--- src/design/csr_cfg.svh ---
// Purpose: constants for the core status and control register bank
// Assumes: 32-bit APB data, registers in the low 16 bits
// Notes: offsets are byte addresses
`ifndef CSR_CFG_SVH
`define CSR_CFG_SVH
`define CSR_OFF_STATUS 12'h000
`define CSR_OFF_CONTROL 12'h004
`define CSR_OFF_PAGE 12'h008
`define CSR_OFF_EVENT 12'h00C
`define CSR_ADDR_W 12
// status word fields
`define CSR_SR_OA 15
`define CSR_SR_OB 14
`define CSR_SR_SA 13
`define CSR_SR_SB 12
`define CSR_SR_OAB 11
`define CSR_SR_SAB 10
`define CSR_SR_DA 9
`define CSR_SR_DC 8
`define CSR_SR_IPL_HI 7
`define CSR_SR_IPL_LO 5
`define CSR_SR_RA 4
`define CSR_SR_N 3
`define CSR_SR_OV 2
`define CSR_SR_Z 1
`define CSR_SR_C 0
// control word fields
`define CSR_CC_US 12
`define CSR_CC_EDT 11
`define CSR_CC_DL_HI 10
`define CSR_CC_DL_LO 8
`define CSR_CC_ACC_A_CLIP_ENABLE 7
`define CSR_CC_ACC_B_CLIP_ENABLE 6
`define CSR_CC_STORE_CLIP_ENABLE 5
`define CSR_CC_CLIP_WIDTH_SELECT 4
`define CSR_CC_CPU_PRIORITY_TOP_BIT 3
`define CSR_CC_PSV 2
`define CSR_CC_RND 1
`define CSR_CC_IF 0
// reset values
`define CSR_SR_RESET 16'h0000
`define CSR_CC_RESET 16'h0020
`define CSR_PAGE_RESET 8'h00
// guard bits of a 40-bit accumulator
`define CSR_GUARD_HI 39
`define CSR_GUARD_LO 32
`define CSR_IPL_MAX 3'h7
`endif

--- src/design/csr_pkg.sv ---
// Purpose: shared types for the core status and control bank
// Assumes: nothing
// Notes: constants live in csr_cfg.svh
`default_nettype none
package csr_pkg;
  typedef enum logic [1:0] {
    CSR_APB_IDLE,
    CSR_APB_SETUP,
    CSR_APB_ACCESS
  } csr_apb_st_t;
  typedef logic [15:0] csr_word_t;
endpackage
`default_nettype wire

--- src/design/csr_alu_flags.sv ---
// Purpose: derive arithmetic condition flags from an operation's result
// Assumes: result, operands and carries come from the same-clock ALU
// Notes: purely combinational
`include "csr_cfg.svh"
`default_nettype none
module csr_alu_flags (
  input wire logic [15:0] alu_opa,
  input wire logic [15:0] alu_opb,
  input wire logic alu_sub,
  input wire logic alu_byte,
  output logic [16:0] alu_sum,
  output logic half_carry_flag,
  output logic flag_n,
  output logic flag_ov,
  output logic flag_nz,
  output logic flag_c
);
  import csr_pkg::*;
  logic [15:0] opb_eff;
  logic [4:0] nib_sum;
  logic [8:0] byte_sum;
  logic [8:0] low_sum;
  logic cin;
  logic s_a;
  logic s_b;
  logic s_r;
  always_comb begin
    cin = alu_sub;
    opb_eff = alu_sub ? ~alu_opb : alu_opb;
    alu_sum = {1'b0, alu_opa} + {1'b0, opb_eff} + {16'h0000, cin};
    nib_sum = {1'b0, alu_opa[3:0]} + {1'b0, opb_eff[3:0]} + {4'h0, cin};
    low_sum = {1'b0, alu_opa[7:0]} + {1'b0, opb_eff[7:0]} + {8'h00, cin};
    byte_sum = low_sum;
    // byte ops take the nibble carry, word ops the carry out of bit 7
    half_carry_flag = alu_byte ? nib_sum[4] : low_sum[8];
    s_a = alu_byte ? alu_opa[7] : alu_opa[15];
    s_b = alu_byte ? opb_eff[7] : opb_eff[15];
    s_r = alu_byte ? byte_sum[7] : alu_sum[15];
    flag_n = s_r;
    flag_ov = (s_a == s_b) && (s_r != s_a);
    flag_nz = alu_byte ? (byte_sum[7:0] != 8'h00) : (alu_sum[15:0] != 16'h0000);
    // subtract leaves carry as inverted borrow through the complement form
    flag_c = alu_byte ? byte_sum[8] : alu_sum[16];
  end
endmodule // csr_alu_flags

--- src/design/csr_guard_chk.sv ---
// Purpose: guard-bit overflow test for one 40-bit accumulator
// Assumes: accumulator value is from the core clock domain
// Notes: combinational
`include "csr_cfg.svh"
`default_nettype none
module csr_guard_chk (
  input wire logic [39:0] acc_val,
  output logic guard_ovf
);
  import csr_pkg::*;
  // guard bits 32..39 must agree, else the value ran into the guard bits
  assign guard_ovf = !((&acc_val[`CSR_GUARD_HI:`CSR_GUARD_LO]) ||
                       !(|acc_val[`CSR_GUARD_HI:`CSR_GUARD_LO]));
endmodule // csr_guard_chk

--- src/design/csr_core_regs.sv ---
// Functional notes
// per-accumulator clip sticky is set by hardware only; software may only clear it
// combined clip flag clears by software and clears both per-accumulator flags
// combined overflow equals OR of the two guard overflow flags
// guard overflow set while accumulator guard bits are not all identical
// priority is top bit over three low bits; level 7 or top bit masks
// low priority bits are read-only while nesting disable is set
// loop-block-active bit reads one while a block loop runs
// repeat-active bit reads one while a single-instruction repeat runs
// half carry from bit 7 for words, nibble boundary for bytes
// byte half carry taken between result bits 3 and 4
// negative flag follows the sign of the result
// overflow flag set on signed magnitude overflow, else cleared
// zero flag cleared by nonzero result, otherwise kept
// carry set on carry out of the msb; inverted borrow on subtract
// control bit selects unsigned multiplies when one
// early-exit write of one ends loop after this iteration; reads zero
// read-only nest-depth field reports active block loops, 0 to 7
// three enables turn on clipping for acc a, acc b and stores
// width select chooses 9.31 clipping when one, 1.31 when zero
// code window enable makes program memory visible in data space
// upper data half maps to program memory at the page register
// round select: one biased, zero convergent
// multiplier mode: one integer, zero fractional
//
// Purpose: status word, control word and window page over APB
// Assumes: core events arrive on pclk; pready is always high
// Notes: core flag updates win over software writes in the same cycle
`include "csr_cfg.svh"
`default_nettype none
module csr_core_regs (
  input wire logic pclk,
  input wire logic presetn,
  input wire logic psel,
  input wire logic penable,
  input wire logic pwrite,
  input wire logic [31:0] paddr,
  input wire logic [31:0] pwdata,
  input wire logic [3:0] pstrb,
  output logic [31:0] prdata,
  output logic pready,
  output logic pslverr,
  input wire logic alu_valid,
  input wire logic [15:0] alu_opa,
  input wire logic [15:0] alu_opb,
  input wire logic alu_sub,
  input wire logic alu_byte,
  output logic [15:0] alu_result,
  input wire logic [39:0] acc_a,
  input wire logic [39:0] acc_b,
  input wire logic acc_a_clip_hit,
  input wire logic acc_b_clip_hit,
  input wire logic loop_start,
  input wire logic loop_end,
  input wire logic repeat_active_in,
  input wire logic nesting_disable,
  input wire logic ipl_write,
  input wire logic [3:0] ipl_wdata,
  input wire logic [15:0] data_addr,
  output logic [15:0] core_status_word,
  output logic [15:0] core_control_word,
  output logic [3:0] cpu_priority,
  output logic user_irq_masked,
  output logic loop_early_exit,
  output logic dsp_mul_unsigned,
  output logic acc_a_clip_enable,
  output logic acc_b_clip_enable,
  output logic store_clip_enable,
  output logic clip_width_select,
  output logic round_select,
  output logic mul_integer,
  output logic code_window_hit,
  output logic [22:0] code_window_addr
);
  import csr_pkg::*;

  // ----------------------------------------------------------------
  // apb decode
  // ----------------------------------------------------------------
  logic [11:0] addr_lo;
  logic wr_en;
  logic sel_sr;
  logic sel_cc;
  logic sel_pg;
  logic sel_ok;
  logic lo_lane;
  assign addr_lo = paddr[`CSR_ADDR_W-1:0];
  assign sel_sr = (addr_lo == `CSR_OFF_STATUS);
  assign sel_cc = (addr_lo == `CSR_OFF_CONTROL);
  assign sel_pg = (addr_lo == `CSR_OFF_PAGE);
  assign sel_ok = sel_sr | sel_cc | sel_pg;
  assign pready = 1'b1;
  // unmapped addresses answer with an error and change nothing
  assign pslverr = psel & penable & ~sel_ok;
  assign wr_en = psel & penable & pwrite & sel_ok;
  assign lo_lane = pstrb[0];

  // ----------------------------------------------------------------
  // arithmetic flags
  // ----------------------------------------------------------------
  logic [16:0] alu_sum;
  logic f_dc;
  logic f_n;
  logic f_ov;
  logic f_nz;
  logic f_c;
  csr_alu_flags u_flags (
    .alu_opa(alu_opa),
    .alu_opb(alu_opb),
    .alu_sub(alu_sub),
    .alu_byte(alu_byte),
    .alu_sum(alu_sum),
    .half_carry_flag(f_dc),
    .flag_n(f_n),
    .flag_ov(f_ov),
    .flag_nz(f_nz),
    .flag_c(f_c)
  );

  logic [4:0] alu_flags_ff;
  always_ff @(posedge pclk or negedge presetn) begin
    if (!presetn) begin
      alu_flags_ff <= 5'h00;
      alu_result <= 16'h0000;
    end else if (alu_valid) begin
      alu_flags_ff[4] <= f_dc;
      alu_flags_ff[3] <= f_n;
      alu_flags_ff[2] <= f_ov;
      alu_flags_ff[1] <= alu_flags_ff[1] & ~f_nz;
      alu_flags_ff[0] <= f_c;
      alu_result <= alu_sum[15:0];
    end else if (wr_en && sel_sr && lo_lane) begin
      alu_flags_ff[4] <= pwdata[`CSR_SR_DC];
      alu_flags_ff[3:0] <= pwdata[`CSR_SR_N:`CSR_SR_C];
    end
  end

  // ----------------------------------------------------------------
  // accumulator overflow and clip flags
  // ----------------------------------------------------------------
  logic acc_a_guard_overflow;
  logic acc_b_guard_overflow;
  logic either_acc_guard_overflow;
  csr_guard_chk u_guard_a (
    .acc_val(acc_a),
    .guard_ovf(acc_a_guard_overflow)
  );
  csr_guard_chk u_guard_b (
    .acc_val(acc_b),
    .guard_ovf(acc_b_guard_overflow)
  );
  assign either_acc_guard_overflow = acc_a_guard_overflow | acc_b_guard_overflow;

  logic acc_a_clip_sticky_ff;
  logic acc_b_clip_sticky_ff;
  logic clr_a;
  logic clr_b;
  logic clr_ab;
  logic hi_lane;
  assign hi_lane = pstrb[1];
  // zero clears, one is ignored; clearing the combined bit clears both
  assign clr_ab = wr_en & sel_sr & hi_lane & ~pwdata[`CSR_SR_SAB];
  assign clr_a = (wr_en & sel_sr & hi_lane & ~pwdata[`CSR_SR_SA]) | clr_ab;
  assign clr_b = (wr_en & sel_sr & hi_lane & ~pwdata[`CSR_SR_SB]) | clr_ab;
  always_ff @(posedge pclk or negedge presetn) begin
    if (!presetn) begin
      acc_a_clip_sticky_ff <= 1'b0;
      acc_b_clip_sticky_ff <= 1'b0;
    end else begin
      // hardware set wins over a same-cycle clear
      acc_a_clip_sticky_ff <= acc_a_clip_hit | (acc_a_clip_sticky_ff & ~clr_a);
      acc_b_clip_sticky_ff <= acc_b_clip_hit | (acc_b_clip_sticky_ff & ~clr_b);
    end
  end

  // ----------------------------------------------------------------
  // loop tracking
  // ----------------------------------------------------------------
  logic [2:0] loop_nest_depth_ff;
  logic single_repeat_active_ff;
  always_ff @(posedge pclk or negedge presetn) begin
    if (!presetn) begin
      loop_nest_depth_ff <= 3'h0;
    end else if (loop_start && !loop_end && loop_nest_depth_ff != `CSR_IPL_MAX) begin
      loop_nest_depth_ff <= loop_nest_depth_ff + 3'h1;
    end else if (loop_end && !loop_start && loop_nest_depth_ff != 3'h0) begin
      loop_nest_depth_ff <= loop_nest_depth_ff - 3'h1;
    end
  end
  always_ff @(posedge pclk or negedge presetn) begin
    if (!presetn) begin
      single_repeat_active_ff <= 1'b0;
    end else begin
      single_repeat_active_ff <= repeat_active_in;
    end
  end
  logic loop_block_active;
  assign loop_block_active = (loop_nest_depth_ff != 3'h0);

  // early exit is a one-cycle request; the bit itself never stores
  always_ff @(posedge pclk or negedge presetn) begin
    if (!presetn) begin
      loop_early_exit <= 1'b0;
    end else begin
      loop_early_exit <= wr_en & sel_cc & hi_lane & pwdata[`CSR_CC_EDT]
                         & loop_block_active;
    end
  end

  // ----------------------------------------------------------------
  // priority level
  // ----------------------------------------------------------------
  logic [2:0] cpu_priority_low_bits_ff;
  logic cpu_priority_top_bit_ff;
  always_ff @(posedge pclk or negedge presetn) begin
    if (!presetn) begin
      cpu_priority_low_bits_ff <= 3'h0;
      cpu_priority_top_bit_ff <= 1'b0;
    end else if (ipl_write) begin
      // a load from the interrupt controller wins over a same-cycle software write
      cpu_priority_low_bits_ff <= ipl_wdata[2:0];
      cpu_priority_top_bit_ff <= ipl_wdata[3];
    end else begin
      if (wr_en && sel_sr && lo_lane && !nesting_disable) begin
        cpu_priority_low_bits_ff <= pwdata[`CSR_SR_IPL_HI:`CSR_SR_IPL_LO];
      end
      if (wr_en && sel_cc && lo_lane) begin
        cpu_priority_top_bit_ff <= pwdata[`CSR_CC_CPU_PRIORITY_TOP_BIT];
      end
    end
  end
  assign cpu_priority = {cpu_priority_top_bit_ff, cpu_priority_low_bits_ff};
  assign user_irq_masked = cpu_priority_top_bit_ff |
                           (cpu_priority_low_bits_ff == `CSR_IPL_MAX);

  // ----------------------------------------------------------------
  // control word and window page
  // ----------------------------------------------------------------
  // bit 3 is a spare slot held at zero so the fields keep their word order
  localparam logic [15:0] cc_rst_val = `CSR_CC_RESET;
  logic [8:0] ctl_ff;
  logic [7:0] code_window_page_ff;
  always_ff @(posedge pclk or negedge presetn) begin
    if (!presetn) begin
      ctl_ff <= {cc_rst_val[`CSR_CC_US], cc_rst_val[`CSR_CC_ACC_A_CLIP_ENABLE:`CSR_CC_CLIP_WIDTH_SELECT], 1'b0,
                 cc_rst_val[`CSR_CC_PSV:`CSR_CC_IF]};
    end else if (wr_en && sel_cc) begin
      if (hi_lane) begin
        ctl_ff[8] <= pwdata[`CSR_CC_US];
      end
      if (lo_lane) begin
        ctl_ff[7:4] <= pwdata[`CSR_CC_ACC_A_CLIP_ENABLE:`CSR_CC_CLIP_WIDTH_SELECT];
        ctl_ff[3:0] <= {1'b0, pwdata[`CSR_CC_PSV:`CSR_CC_IF]};
      end
    end
  end
  always_ff @(posedge pclk or negedge presetn) begin
    if (!presetn) begin
      code_window_page_ff <= `CSR_PAGE_RESET;
    end else if (wr_en && sel_pg && lo_lane) begin
      code_window_page_ff <= pwdata[7:0];
    end
  end
  assign dsp_mul_unsigned = ctl_ff[8];
  assign acc_a_clip_enable = ctl_ff[7];
  assign acc_b_clip_enable = ctl_ff[6];
  assign store_clip_enable = ctl_ff[5];
  assign clip_width_select = ctl_ff[4];
  assign round_select = ctl_ff[1];
  assign mul_integer = ctl_ff[0];
  // upper data half becomes a 32k-word window into program memory
  assign code_window_hit = ctl_ff[2] & data_addr[15];
  assign code_window_addr = {code_window_page_ff, data_addr[14:0]};

  // ----------------------------------------------------------------
  // read view
  // ----------------------------------------------------------------
  assign core_status_word = {acc_a_guard_overflow, acc_b_guard_overflow,
    acc_a_clip_sticky_ff, acc_b_clip_sticky_ff, either_acc_guard_overflow,
    acc_a_clip_sticky_ff | acc_b_clip_sticky_ff, loop_block_active, alu_flags_ff[4],
    cpu_priority_low_bits_ff, single_repeat_active_ff, alu_flags_ff[3:0]};
  assign core_control_word = {3'h0, ctl_ff[8], 1'b0, loop_nest_depth_ff, ctl_ff[7:4],
    cpu_priority_top_bit_ff, ctl_ff[2:0]};
  always_comb begin
    prdata = 32'h0000_0000;
    if (sel_sr) begin
      prdata = {16'h0000, core_status_word};
    end else if (sel_cc) begin
      prdata = {16'h0000, core_control_word};
    end else if (sel_pg) begin
      prdata = {24'h00_0000, code_window_page_ff};
    end
  end
endmodule // csr_core_regs
`default_nettype wire

--- config.mk ---
export PLATFORM = sky130hd
export DESIGN_NAME = csr_core_regs
export DESIGN_NICKNAME = d
export VERILOG_FILES = /design/src/design/csr_pkg.sv /design/src/design/csr_alu_flags.sv /design/src/design/csr_guard_chk.sv /design/src/design/csr_core_regs.sv
export VERILOG_INCLUDE_DIRS = /design/src /design/src/design
export SDC_FILE = /design/constraint.sdc
export NUM_CORES = 1
export LEC_CHECK = 0
export ABC_AREA = 1
export ABC_CLOCK_PERIOD_IN_PS = 2000
export BUFFER_PORTS_ARGS = -buffer_cell sky130_fd_sc_hd__buf_2
export CAP_MARGIN = 10
export CORE_AREA = 2 2 130 132
export CTS_BUF_LIST = sky130_fd_sc_hd__clkbuf_2
export DETAILED_ROUTE_END_ITERATION = 8
export DIE_AREA = 0 0 132 134
export PLACE_DENSITY = 0.52
export SYNTH_ARGS = -nofsm -noshare
export SYNTH_HDL_FRONTEND = slang
export SYNTH_SLANG_ARGS = --single-unit
export TNS_END_PERCENT = 30
--- constraint.sdc ---
create_clock -name pclk -period 2 [get_ports pclk]
set_input_delay 0.4 -clock pclk [delete_from_list [all_inputs] [get_ports pclk]]
set_output_delay 0.4 -clock pclk [all_outputs]
set_load 0.01 [all_outputs]
==> results by group <==
Synthesis
  • Cell taking the most area after synthesis: dfrtp_1
  • Main synth FF type: dfrtp_1
  • Mapped Cells: 602
  • Count of unique library cells instantiated by Yosys: 47
  • Synth async-reset ratio: 100.0%
  • Yosys reg bits: 48
  • Most area-consuming cells after synthesis: dfrtp_1 28%, nand2_1 15%, buf_4 10%
  • Synthesized cell area: 4146 sq um
  • Synth warn: 0
  • EDFF count, synth: 0
  • Post-synth top area share: 28.36%
  • Sequential share of the synthesized area: 29.00%
  • Syn_area_per_cell: 6.888 sq um

Job
  • MaxCap Viol Count: 0

Routing
  • DR vias: 4,412
  • DRT Pass-1 Iters: 4
  • DRC viols: 0
  • WL/cell: 13.20 um
  • Drt initial violations: 209
  • Antenna-violating nets left: 0
  • Drt total wl: 13,990 um
  • Via density per instance: 4.162

Floorplan
  • Die Wd: 132 um
  • Initial Utilization: 25.46%
  • Io pins: 334
  • # rows: 47
  • Die area: 17,690 sq um
  • Core area: 16,290 sq um
  • Die Y: 134 um

Cells and area
  • Share of cells above drive strength 1: 44.68%
  • Final #Nets: 1,069
  • Layout Utilization: 38.09%
  • Most common cell after layout, fill and taps aside: buf_2
  • Most frequent cells in the layout: 172 x buf_2, 141 x nand2_1, 84 x buf_4
  • Area grow syn2layout: 49.64%

Outcome
  • Status: finished with violations
  • Failing checks: negative setup slack

GRT
  • GRT Residual Overflow: 0
  • Number of global-route vias before repair: 4,231
  • Largest net degree at the start of global routing: 28
  • Global-route wire length before repair: 21,380 um
  • Initial antenna violation count: 4
  • Global-route usage over all layers: 15.28%

Power and ir drop
  • Design Power: 3.538 mW
  • Sw Ratio: 37.68%
  • Pint: 2.205 mW
  • Power Dens Cells: 570.2 nW/um^2
  • Power share of the combinational group: 45.8%
  • Seq pwr share: 34.9%
  • Part of the power in the clock network: 19.3%
  • Sw power: 1.333 mW
  • Peak VDD IR: 0.3170 mV
  • Leakage: 3.507 nW

Clock tree
  • CTS Root Cell: clkbuf_2
  • Clk Latency, worst-skew pair: 410 ps
  • H-tree levels: 2
  • TritonCTS clock tree: built
  • Clock transition at path regs: 230 ps
  • CTS Buffer Depth: 2
  • CTS sink count: 48
  • CTS Buf Count: 5

STA
  • Max Slew Vio Count: 0
  • Fin crit share: 100.2%
  • Setup WS post-layout: -3.883 ps
  • Max-slew headroom: 63.28%
  • Final Critical Period: 2004 ps
  • Clock skew: 0.1775 ps
  • FMAX: 499.0 MHz
  • Actual slew at the worst max-slew pin: 550.8 ps
  • Final Hold Viols: 0
  • Final setup viols: 1
  • RSZ-0062 raised after global routing: true

Setup path
  • Crit path capture type: output port
  • Crit-path max FO: 6
  • CP required: 1600 ps
  • R2r setup slk: 270 ps
  • CP Class: input pin to output port
  • Crit start category: input pin
  • Critical path arrival: 1600 ps

Place
  • Port Buffer Count: 177
  • RD Place Congestion: 0.8841
  • HPWL Detailed: 11,330 um

Worst hold path
  • Worst hold path class: input pin to flip-flop
[area by class of cell]
type / count / area [sq um]
inverter: 88 / 345.3
fill: 1748 / 10080
tap: 220 / 275.3
multi-input combinational: 419 / 2505
antenna: 3 / 7.507
timing repair buffer: 274 / 1774
clock inverter: 3 / 68.82
sequential: 48 / 1204
clock buffer: 5 / 25.02
[stage by stage]
stage | setup WS, ps | instance area [sq um] | setup TNS, ps | hold slack [ps] | instances
after floorplan | -256.7 | 4245 | -900.1 | 104.4 | 621
after global placement | -627.4 | 5577 | -8229 | 420.0 | 1033
after detailed placement | -651.8 | 5577 | -9235 | 419.2 | 1033
after CTS | -68.70 | 5804 | -377.5 | 3.802 | 1048
after global routing | -84.74 | 6197 | -592.1 | 71.86 | 1057
final | -3.883 | 6205 | -3.883 | 137.3 | 1060
[cell usage after synthesis (4+ instances only)]
cell type,instances
a21oi_1,31
a22oi_1,4
a31oi_1,5
buf_4,56
clkbuf_1,4
dfrtp_1,47
ha_1,16
inv_1,87
nand2_1,165
nand2_2,6
nand3_1,23
nand4_1,8
nor2_1,43
nor4_1,4
o21ai_0,22
o21ai_1,14
xnor2_1,5
xor2_1,19
[routing by layer]
| layer | vias up | track usage [%] | wire [um] |
|---|---|---|---|
| met3 | 9 | 4.271 | 1073 |
| met2 | 148 | 27.55 | 6748 |
| met1 | 1945 | 18.33 | 6048 |
| li1 | 2308 | - | - |
| met5 | - | 0 | 11 |
| met4 | 2 | 2.717 | 107 |
[worst paths after layout]
path | to | cells past startpoint | from
setup reg to reg | loop_nest_depth_ff[1] | 6 | loop_nest_depth_ff[1]
hold / removal | acc_a_clip_sticky_ff | 2 | acc_a_clip_hit
max in group asynchronous | alu_result[3] | 3 | presetn
min in group asynchronous | cpu_priority_low_bits_ff[1] | 2 | presetn
setup / recovery | prdata[4] | 10 | paddr[1]
hold reg to reg | alu_result[4] | 2 | alu_result[4]
[state kept, by name, summed over array words and instances, names as in the netlist]
register	cells
acc_b_clip_sticky_ff	1
code_window_page_ff	8
cpu_priority_low_bits_ff	3
loop_early_exit	1
alu_flags_ff	5
ctl_ff	8
alu_result	16
single_repeat_active_ff	1
loop_nest_depth_ff	3
cpu_priority_top_bit_ff	1
acc_a_clip_sticky_ff	1
[critical path, cell delays in order]
cell     delay [ps]
buf_6            90
or2_4           270
nor3_4          150
nand2_4          90
inv_6            80
buf_12          130
buf_6            90
a21oi_2          40
a21oi_1         110
buf_2           140
[logic make-up (layout without fill, tap and decap cells)]
kind of cell               after synthesis  count (layout)  share of synthesized area [%]
other                                    2              24                         0.1811
buffers and inverters                  154             370                          19.46
AOI/OAI and AO/OA                       88              88                          11.89
adders and majority gates               18              18                          5.794
DFF                                     48              48                          29.00
muxes                                    3               3                         0.8750
and+or+nand+nor                        265             265                          27.73
xor gates and xnor gates                24              24                          5.069
[timing repair]
action                                 CTS  global route
gates cloned                             1             1
endpoints found under the hold margin   20             1
hold buffers                             1             1
buffers inserted                         5             7
pin swaps                                7            41
gates resized for setup                 21            83
setup endpoints to repair               12            22
[power by group through the flow]
stage	combinational (mW)	clock [mW]	sequential, mW
after global routing	1.81	0.752	1.26
after CTS	1.49	0.721	1.23
after detailed placement	1.48	0	1.25
after floorplan	0.777	0	1.27
final	1.62	0.682	1.24
after global placement	1.47	0	1.25
Note: power is estimated with default switching activity, not from simulation.
